===== src/inc/fipc_pkg.sv =====
// constants and types for the failsafe interrupt dispatch block
`default_nettype none
package fipc_pkg;
    localparam int ASYNC_N = 4;
    localparam int ONBOARD_N = 16;
    localparam int SYNC_N = ONBOARD_N + ASYNC_N;
    localparam logic [ASYNC_N-1:0] ASYNC_CFG_RST = 4'hf;
    localparam logic [SYNC_N-1:0] SYNC_CFG_RST = 20'h00000;
    localparam logic [1:0] LEVEL_CYCLIC = 2'h0;
    localparam logic [1:0] LEVEL_TIMED = 2'h1;
    localparam logic [1:0] LEVEL_SYNC = 2'h2;
    localparam logic [1:0] LEVEL_ASYNC = 2'h3;
    typedef enum logic [1:0] {
        FIPC_RUN_BASE,
        FIPC_RUN_SYNC,
        FIPC_RUN_ASYNC
    } fipc_state_e;
endpackage : fipc_pkg
`default_nettype wire


===== src/rtl/fipc_edge.sv =====
// synchroniser and falling-edge detector for the interrupt inputs
`default_nettype none
module fipc_edge #(
    parameter int WIDTH = 4
) (
    input wire logic CLOCK,
    input wire logic ARST_N,
    input wire logic [WIDTH-1:0] pin_in,
    output logic [WIDTH-1:0] fall
);
    logic [WIDTH-1:0] sync_a;
    logic [WIDTH-1:0] sync_b;
    logic [WIDTH-1:0] prev;

    genvar i;
    generate
        for (i = 0; i < WIDTH; i++) begin : g_bit
            always_ff @(posedge CLOCK or negedge ARST_N) begin
                if (!ARST_N) begin
                    sync_a[i] <= 1'b1;
                    sync_b[i] <= 1'b1;
                    prev[i] <= 1'b1;
                end else begin
                    sync_a[i] <= pin_in[i];
                    sync_b[i] <= sync_a[i];
                    prev[i] <= sync_b[i];
                end
            end
            // one pulse per falling edge
            assign fall[i] = prev[i] & ~sync_b[i];
        end
    endgenerate
endmodule : fipc_edge
`default_nettype wire


===== src/rtl/fipc_ctrl.sv =====
// interrupt dispatch: edge capture, pending, priority and resume tracking
`default_nettype none
// How it works
// falling edge on async input requests async level
// subunit launches async alone, no partner check
// four async and twenty sync sources configurable
// sync sources: sixteen onboard plus four special
// fixed priority async, sync, timed, cyclic
// qualifying edge suspends running program, starts routine
// resume exactly at interrupted point after routine
// only configured inputs raise a level
// async requests during async routine latched, re-entered
// disable blocks dispatch, enable restores, pending kept
// diag bit set per async edge, even uninstalled; code sets it only for async inputs enabled in ASYNC_CFG
// inputs synchronised, one pulse per falling edge
// pending cleared when routine start acknowledged
module fipc_ctrl
    import fipc_pkg::*;
(
    input wire logic CLOCK,
    input wire logic ARST_N,
    input wire logic [ASYNC_N-1:0] ASYNC_IRQ_IN,
    input wire logic [ONBOARD_N-1:0] ONBOARD_IN,
    input wire logic [ASYNC_N-1:0] ASYNC_CFG,
    input wire logic [SYNC_N-1:0] SYNC_CFG,
    input wire logic ASYNC_ROUTINE_INSTALLED,
    input wire logic SYNC_PARTNER_SEEN,
    input wire logic IRQ_DISABLE_OP,
    input wire logic IRQ_ENABLE_OP,
    input wire logic TIMED_ACTIVE,
    input wire logic START_ACK,
    input wire logic ROUTINE_DONE,
    input wire logic [ASYNC_N-1:0] DIAG_CLEAR,
    input wire logic [ASYNC_N-1:0] SYNC_CAUSE_CLEAR,
    output logic START_ASYNC_REQ,
    output logic START_SYNC_REQ,
    output logic SUSPEND,
    output logic RESUME,
    output logic [1:0] ACTIVE_LEVEL,
    output logic [1:0] RESUME_LEVEL,
    output logic [ASYNC_N-1:0] IRQ_DIAG_BYTE,
    output logic [SYNC_N-1:0] SYNC_CAUSE,
    output logic IRQ_ENABLED,
    output logic ASYNC_PENDING,
    output logic SYNC_PENDING
);
    logic [SYNC_N-1:0] fall;
    logic [ASYNC_N-1:0] async_hit;
    logic [SYNC_N-1:0] sync_hit;
    logic async_ev;
    logic async_ack;
    logic sync_ack;
    logic [1:0] base_level;
    logic [1:0] saved_level;
    logic saved_valid;
    fipc_state_e state;
    fipc_state_e next_state;

    // special inputs occupy the top four sync positions
    fipc_edge #(.WIDTH(SYNC_N)) u_edge (
        .CLOCK(CLOCK),
        .ARST_N(ARST_N),
        .pin_in({ASYNC_IRQ_IN, ONBOARD_IN}),
        .fall(fall)
    );

    assign async_hit = fall[SYNC_N-1:ONBOARD_N] & ASYNC_CFG;
    assign sync_hit = fall & SYNC_CFG;
    assign async_ev = |async_hit;
    // own edge only; no partner agreement needed
    assign async_ack = START_ACK && START_ASYNC_REQ;
    assign sync_ack = START_ACK && START_SYNC_REQ;

    always_ff @(posedge CLOCK or negedge ARST_N) begin
        if (!ARST_N) begin
            IRQ_ENABLED <= 1'b1;
        end else if (IRQ_DISABLE_OP) begin
            IRQ_ENABLED <= 1'b0;
        end else if (IRQ_ENABLE_OP) begin
            IRQ_ENABLED <= 1'b1;
        end
    end

    // installed routine needed for a start; otherwise only diag bit
    always_ff @(posedge CLOCK or negedge ARST_N) begin
        if (!ARST_N) begin
            ASYNC_PENDING <= 1'b0;
        end else if (async_ev && ASYNC_ROUTINE_INSTALLED) begin
            ASYNC_PENDING <= 1'b1;
        end else if (async_ack) begin
            ASYNC_PENDING <= 1'b0;
        end
    end

    // own edge sets pending; the start itself waits for the partner
    always_ff @(posedge CLOCK or negedge ARST_N) begin
        if (!ARST_N) begin
            SYNC_PENDING <= 1'b0;
        end else if (|sync_hit) begin
            SYNC_PENDING <= 1'b1;
        end else if (sync_ack) begin
            SYNC_PENDING <= 1'b0;
        end
    end

    always_ff @(posedge CLOCK or negedge ARST_N) begin
        if (!ARST_N) begin
            SYNC_CAUSE <= SYNC_CFG_RST;
        end else begin
            SYNC_CAUSE <= (SYNC_CAUSE & ~{SYNC_CAUSE_CLEAR, {ONBOARD_N{1'b0}}}) | sync_hit;
        end
    end

    // set wins over software clear
    always_ff @(posedge CLOCK or negedge ARST_N) begin
        if (!ARST_N) begin
            IRQ_DIAG_BYTE <= '0;
        end else begin
            IRQ_DIAG_BYTE <= (IRQ_DIAG_BYTE & ~DIAG_CLEAR) | async_hit;
        end
    end

    assign base_level = TIMED_ACTIVE ? LEVEL_TIMED : LEVEL_CYCLIC;

    // fixed priority grant; async never pre-empted
    always_comb begin
        next_state = state;
        unique case (state)
            FIPC_RUN_BASE: begin
                if (async_ack) begin
                    next_state = FIPC_RUN_ASYNC;
                end else if (sync_ack) begin
                    next_state = FIPC_RUN_SYNC;
                end
            end
            FIPC_RUN_SYNC: begin
                if (async_ack) begin
                    next_state = FIPC_RUN_ASYNC;
                end else if (ROUTINE_DONE) begin
                    next_state = FIPC_RUN_BASE;
                end
            end
            FIPC_RUN_ASYNC: begin
                if (ROUTINE_DONE) begin
                    next_state = saved_valid ? FIPC_RUN_SYNC : FIPC_RUN_BASE;
                end
            end
            default: next_state = FIPC_RUN_BASE;
        endcase
    end

    always_ff @(posedge CLOCK or negedge ARST_N) begin
        if (!ARST_N) begin
            state <= FIPC_RUN_BASE;
        end else begin
            state <= next_state;
        end
    end

    // remember sync as return point when async pre-empts it
    always_ff @(posedge CLOCK or negedge ARST_N) begin
        if (!ARST_N) begin
            saved_valid <= 1'b0;
        end else if (state == FIPC_RUN_SYNC && async_ack) begin
            saved_valid <= 1'b1;
        end else if (state == FIPC_RUN_ASYNC && ROUTINE_DONE) begin
            saved_valid <= 1'b0;
        end
    end

    always_ff @(posedge CLOCK or negedge ARST_N) begin
        if (!ARST_N) begin
            saved_level <= LEVEL_CYCLIC;
        end else if (state == FIPC_RUN_BASE && (async_ack || sync_ack)) begin
            saved_level <= base_level;
        end
    end

    // requests: async may start anywhere but inside async
    assign START_ASYNC_REQ = IRQ_ENABLED && ASYNC_PENDING && state != FIPC_RUN_ASYNC;
    assign START_SYNC_REQ = IRQ_ENABLED && SYNC_PENDING && !ASYNC_PENDING
                            && state == FIPC_RUN_BASE && SYNC_PARTNER_SEEN;

    always_ff @(posedge CLOCK or negedge ARST_N) begin
        if (!ARST_N) begin
            SUSPEND <= 1'b0;
        end else begin
            SUSPEND <= async_ack || sync_ack;
        end
    end

    always_ff @(posedge CLOCK or negedge ARST_N) begin
        if (!ARST_N) begin
            RESUME <= 1'b0;
        end else begin
            RESUME <= ROUTINE_DONE && state != FIPC_RUN_BASE;
        end
    end

    // level shown follows the state being entered
    always_ff @(posedge CLOCK or negedge ARST_N) begin
        if (!ARST_N) begin
            ACTIVE_LEVEL <= LEVEL_CYCLIC;
        end else begin
            unique case (next_state)
                FIPC_RUN_ASYNC: ACTIVE_LEVEL <= LEVEL_ASYNC;
                FIPC_RUN_SYNC: ACTIVE_LEVEL <= LEVEL_SYNC;
                default: ACTIVE_LEVEL <= base_level;
            endcase
        end
    end

    // return point reported with each resume
    always_ff @(posedge CLOCK or negedge ARST_N) begin
        if (!ARST_N) begin
            RESUME_LEVEL <= LEVEL_CYCLIC;
        end else if (ROUTINE_DONE && state == FIPC_RUN_ASYNC && saved_valid) begin
            RESUME_LEVEL <= LEVEL_SYNC;
        end else if (ROUTINE_DONE && state != FIPC_RUN_BASE) begin
            RESUME_LEVEL <= saved_level;
        end
    end
endmodule : fipc_ctrl
`default_nettype wire


===== config.mk =====
export PLATFORM = sky130hd
export DESIGN_NAME = fipc_ctrl
export DESIGN_NICKNAME = d
export VERILOG_FILES = /design/src/inc/fipc_pkg.sv /design/src/rtl/fipc_edge.sv /design/src/rtl/fipc_ctrl.sv
export SDC_FILE = /design/constraint.sdc
export NUM_CORES = 1
export LEC_CHECK = 0
export BUFFER_PORTS_ARGS = -buffer_cell sky130_fd_sc_hd__buf_2
export CORE_MARGIN = 4
export CORE_UTILIZATION = 35
export CTS_BUF_LIST = sky130_fd_sc_hd__clkbuf_16
export DETAILED_ROUTE_END_ITERATION = 7
export SYNTH_ARGS = -nofsm -noshare
export SYNTH_HDL_FRONTEND = slang
export SYNTH_SLANG_ARGS = --single-unit

===== constraint.sdc =====
create_clock -name CLOCK -period 2 [get_ports CLOCK]
set_input_delay 0.1 -clock CLOCK [delete_from_list [all_inputs] [get_ports CLOCK]]
set_output_delay 0.1 -clock CLOCK [all_outputs]
set_load 0.02 [all_outputs]

* Word level (Yosys, flattened, before mapping)
Cells that the tools add are included.
** Storage, ports and cells
- Register bits :: 98
- Bits in latches :: 0
- RAM bits :: 0
- Bits in read-only memories :: 0
- Bits of input ports :: 61
- Output and inout port bits :: 35
- Logic and storage cells :: 169
- Memories :: 0
** Operators by class
- Add/sub/neg operators :: 0
- Multiply operators :: 0
- Divide/modulo/power cells :: 0
- Order comparisons :: 0
- Equal/unequal tests :: 5
- Shift-type cells :: 0
- Mux-type cells :: 19
- Bitwise gates (word level) :: 48
- Reduce and logical (&&, ||, !) cells :: 25
** Operator list (count)
- bitwise AND 20 bit :: 2
- bitwise AND 1 bit :: 20
- NOT 1 bit :: 20
- NOT 20 bit :: 1
- OR 20 bit :: 1
- OR reduction 20 bit :: 1
- logical AND 1 bit :: 14
- two-way mux 2 bit :: 7
- nonzero test 2 bit :: 6
- two-way mux 1 bit :: 10
- bitwise AND 4 bit :: 2
- case mux 2 bit (3 select lines) :: 1
- equality test 2 x 1 -> 1 bit, second input constant :: 2
- equality test 2 bit, second input constant :: 2
- NOT 4 bit :: 1
- OR 4 bit :: 1
- case mux 2 bit (2 select lines) :: 1
- OR reduction 4 bit :: 1
- zero test 2 bit :: 1
- inequality test 2 bit, second input constant :: 1
- zero test 1 bit :: 1
- logical OR 1 bit :: 1

* Logic depth before layout (Yosys ltp)
- Word-level depth :: 10
- Mapped depth :: 7
- Gate-level depth less buffers :: 6

* Modules after synthesis
Synthesis repeated with hierarchy kept, for this count alone.
** Unflattened totals
- Cell total of the unflattened synthesis :: 208
- Area, all modules :: 3337.0 sq um
** By module, submodules not included
- fipc_edge :: times used 1, cells each 80, area each 1851.8 sq um
- fipc_ctrl :: times used 1, cells each 128, area each 1485.2 sq um

* Worst setup path after synthesis
OpenSTA, ideal clock, no wires.
- Path kind :: register to register
- Start :: register IRQ_ENABLED
- End :: register ACTIVE_LEVEL[0]
- Data arrival time :: 1.966 ns
- Required time :: 1.875 ns
- Slack :: -0.091 ns
- Cell stages (with the launch flop) :: 7
- Cells stage by stage :: dfstp_2 > nand4b_1 > nor3_2 > and2_1 > nor3_1 > ha_1 > mux2_2
** On the way
- Longest elaborated chain between the ends :: 10
- Elaborated cells on any way between the ends :: 15
** RTL lines
- start, declared :: RTL line fipc_ctrl.sv:43 : output logic IRQ_ENABLED,
- start signal, assigned :: RTL line fipc_ctrl.sv:76 : IRQ_ENABLED <= 1'b1;
- start signal, assigned :: RTL line fipc_ctrl.sv:78 : IRQ_ENABLED <= 1'b0;
- start signal, assigned :: RTL line fipc_ctrl.sv:80 : IRQ_ENABLED <= 1'b1;
- logical AND 1 bit * (2 in series) :: RTL line fipc_ctrl.sv:181 : assign START_SYNC_REQ = IRQ_ENABLED && SYNC_PENDING && !ASYNC_PENDING
- logical AND 1 bit * (2 in series) :: RTL line fipc_ctrl.sv:182 : && state == FIPC_RUN_BASE && SYNC_PARTNER_SEEN;
- via START_SYNC_REQ :: RTL line fipc_ctrl.sv:36 : output logic START_SYNC_REQ,
- logical AND 1 bit * :: RTL line fipc_ctrl.sv:72 : assign sync_ack = START_ACK && START_SYNC_REQ;
- two-way mux 2 bit * :: RTL line fipc_ctrl.sv:132 : end else if (sync_ack) begin
- two-way mux 2 bit * :: RTL line fipc_ctrl.sv:130 : if (async_ack) begin
- case mux 2 bit (3 select lines) * :: RTL line fipc_ctrl.sv:128 : unique case (state)
- equality test 2 x 1 -> 1 bit / equality test 2 bit (equally long branches) :: RTL line fipc_ctrl.sv:205 : unique case (next_state)
- case mux 2 bit (2 select lines) * :: RTL line fipc_ctrl.sv:205
- end signal, assigned :: RTL line fipc_ctrl.sv:208 : default: ACTIVE_LEVEL <= base_level;
- end, declared :: RTL line fipc_ctrl.sv:39 : output logic [1:0] ACTIVE_LEVEL,
Mark *: on every way through the listed nets, which the timed path passes. The rest lies on a longest branch.
A chain may end at the register's enable or synchronous reset.

* Worst setup path in the final report
- Start :: register IRQ_ENABLED
- End :: register ACTIVE_LEVEL[0]
** On the way
- Longest elaborated chain between the ends :: 10
- Elaborated cells on any way between the ends :: 15
** RTL lines (RTL line)
- logical AND 1 bit (2 in series) :: fipc_ctrl.sv:181
- logical AND 1 bit (2 in series) :: fipc_ctrl.sv:182
- logical AND 1 bit :: fipc_ctrl.sv:72
- two-way mux 2 bit :: fipc_ctrl.sv:132
- two-way mux 2 bit :: fipc_ctrl.sv:130
- case mux 2 bit (3 select lines) * :: fipc_ctrl.sv:128
- equality test 2 x 1 -> 1 bit / equality test 2 bit (equally long branches) :: fipc_ctrl.sv:205
- case mux 2 bit (2 select lines) * :: fipc_ctrl.sv:205
Every way passes the cells marked *; elsewhere a longest branch is shown, timed or not.

==> out/results.ini <==
[status]
status=complete, no violations

[flow_run]
maxCapViolations=0

[yosys]
synth_ff_type=dfstp_2
post-synth-top-area-fraction=0.507
yosysTopAreaCell=dfstp_2
synthTopCellsByArea=dfstp_2 51%, dfrtp_1 28%, nand3b_1 5.7%
seq_area_frac_synth=0.792
syn_area_mm2=0.00316
synth-simple-area-share=0.145
synth_compound_area_frac=0.0356
avgSynthCellArea_um2=16.0
synth_top_family_by_area=simple AND/OR/NAND/NOR gates
yosys_warnings=0
synth_mux_area_frac=0.00712
syn_nets=260
syn_inst=198
synth-seq-cells=97
synth-edff-count=0
synthXorXnorAreaFrac=0
synth.most_common_cell=dfstp_2
ys_types=29
synth.top_cells.by_count=61 x dfstp_2, 36 x dfrtp_1, 24 x nand3b_1
ys_async_sr_fraction=1.00
synth_fa_ha_area_frac=0.00396

[setup_path]
critPathMaxFanout=3
endpoint_kind=register
slowest_delay_ns=0.53
crit_chain=nand4b_1 -> nor3_4 -> and2_4 -> nor3_1 -> ha_1 -> mux2_2
rr_startpoint=IRQ_ENABLED$_DFFE_PN1P_
crit_slowest_cell=dfstp_2
worstSetupPathType=reg -> reg
crit_arrival_ns=2.11
critPathLaunchType=register
worstPathRequired_ns=2.21
critPathBufInv=0
cp-startpoint=IRQ_ENABLED$_DFFE_PN1P_
cpLargestDelayFamily=simple AND/OR/NAND/NOR gates

[placement]
place_inst=406
numPortBuffers=95
place_congestion=0.809
hpwl_mm=4.31

[cells_and_area]
layout.nets=405
utilization=0.509
drive_above_1_share=0.534
antennaDiodeCount=0
nFillCells=773
fin_cells=456
syn2layout_area_growth_pct=41.1

[sta]
slew_headroom=0.621
fin_skew_ns=0.00826
fmax_mhz=528
hold_viol=0
drv_slew=0
post-route-min-period_ns=1.90
whs_ns=0.0259
tightest_slew_ns=0.569
finalSetupViolCount=0
period_share=0.948
rsz0062_at_grt=no

[detailed_routing]
drt_wl_total_mm=6.06
firstDrtPassIters=4
vias=1998
viasPerCell=4.38
wire_per_inst_um=13.3
drtIter0Drc=25
ant_nets=0
drc=0

[min_path]
hold_class=in -> reg
min-delay-start=TIMED_ACTIVE

[clocking]
root_buffer=clkbuf_16
cts_tree=built
cts_buffer_depth=2
clk_pin_slew_ns=0.07
clock_latency_ns=0.33
cts_num_sinks=97
cts_buffers=9
h-tree-depth=3

[global_route]
grt.overflow.total=0
grt_pass1_wl_mm=9.65
grt_util_all_layers=0.120
grt_max_degree=47
antenna_found_initial=0
grt_pass1_vias=2061

[floorplan]
die_height_um=103
fp.dieW_um=103
dieArea_mm2=0.0106
io_pins=96
rows=34
start_util=0.361
coreArea_mm2=0.00876

[power_and_ir_drop]
p_leak_nw=1.94
worst_ir_drop_vdd_v=0.000436
power.total_mw=4.32
pwr_density_cell_mw_per_mm2=968

state kept, by name, indices dropped and copies added (netlist names):
name and flops:
SYNC_CAUSE 20, u_edge.prev 20, u_edge.sync_a 20, u_edge.sync_b 20, IRQ_DIAG_BYTE 4, ACTIVE_LEVEL 2
RESUME_LEVEL 2, state 2, ASYNC_PENDING 1, IRQ_ENABLED 1, RESUME 1, SUSPEND 1
SYNC_PENDING 1, saved_level 1, saved_valid 1
metrics by stage:
step | TNS (ns) | setup WS [ns] | instance area, µm²
5_1_grt | 0 | 0.0129 | 4460
3_5_place_dp | 0 | 0.119 | 3830
4_1_cts | 0 | 0.105 | 4440
2_1_floorplan | -0.0202 | -0.0202 | 3170
3_3_place_gp | 0 | 0.167 | 3830
6_report | 0 | 0.104 | 4460
layout by cell type, fill, tap and decap left out, drive strengths merged:
cell	synthesis	layout
nand4	7	7
nand3b	24	24
and2	1	1
o211ai	1	1
buf	1	103
nand4b	1	1
dlygate4sd3	0	32
inv	12	14
nand2b	18	18
clkbuf	0	10
mux2	2	2
clkinvlp	0	1
or3	2	2
nand3	1	1
o22ai	2	2
nor3	2	2
a2111o	1	1
ha	1	1
o21ai	9	9
a21oi	2	2
nor2	5	5
a22o	2	2
clkinv	0	3
nand2	4	4
dfstp	61	61
and4b	1	1
dfrtp	36	36
and3	1	1
a21o	1	1
path summary, 6_finish.rpt:
| path | end | slack [ns] | cells after the start |
|---|---|---|---|
| max | ACTIVE_LEVEL[0]$_DFF_PN0_ | 0.10 | 6 |
| min | ACTIVE_LEVEL[0]$_DFF_PN0_ | 0.03 | 2 |
| max reg2reg | ACTIVE_LEVEL[0]$_DFF_PN0_ | 0.10 | 6 |
| min reg2reg | u_edge.sync_b[0]$_DFF_PN1_ | 0.36 | 0 |
| max in group asynchronous | u_edge.sync_b[13]$_DFF_PN1_ | 1.04 | 3 |
| min in group asynchronous | SYNC_CAUSE[15]$_DFF_PN0_ | 0.29 | 2 |
logic make-up (layout without fill, tap and decap cells):
group / Yosys count / in the layout
AND/OR/NAND/NOR: 67 / 67
buffers and inverters: 13 / 163
adder cells (fa/ha/maj): 1 / 1
AO/OA/AOI/OAI: 18 / 18
multiplexers: 2 / 2
flip-flops: 97 / 97
final cells by class:
type | instances | area, µm² | area share
clock inverter | 6 | 41.3 | 0.00926
inverter | 12 | 45.0 | 0.0101
timing repair buffer | 135 | 871 | 0.195
clock buffer | 10 | 250 | 0.0561
multi-input combinational | 88 | 614 | 0.138
tap | 108 | 135 | 0.0303
sequential | 97 | 2500 | 0.561
timing repair:
action / in CTS / in global routing
gates resized for setup: 0 / 1
buffers inserted: 0 / 2
endpoints found under the setup margin: 0 / 1
endpoints found under the hold margin: 49 / 0
hold buffers: 32 / 0
power by group:
part	internal [mW]	total (mW)	leakage (nW)	switching (mW)
Clock	0.918	1.62	0.143	0.700
Sequential	2.15	2.21	1.03	0.0596
Combinational	0.236	0.495	0.763	0.259
Total	3.30	4.32	1.94	1.02
per-layer routing:
layer  up-vias  track usage  share of wire
li1        966            -              -
met1       965        0.148           0.43
met2        65        0.191           0.48
met3         2       0.0548          0.088
met4         0       0.0299         0.0030
met5         -            0              0
(Power assumes the default switching activity.)
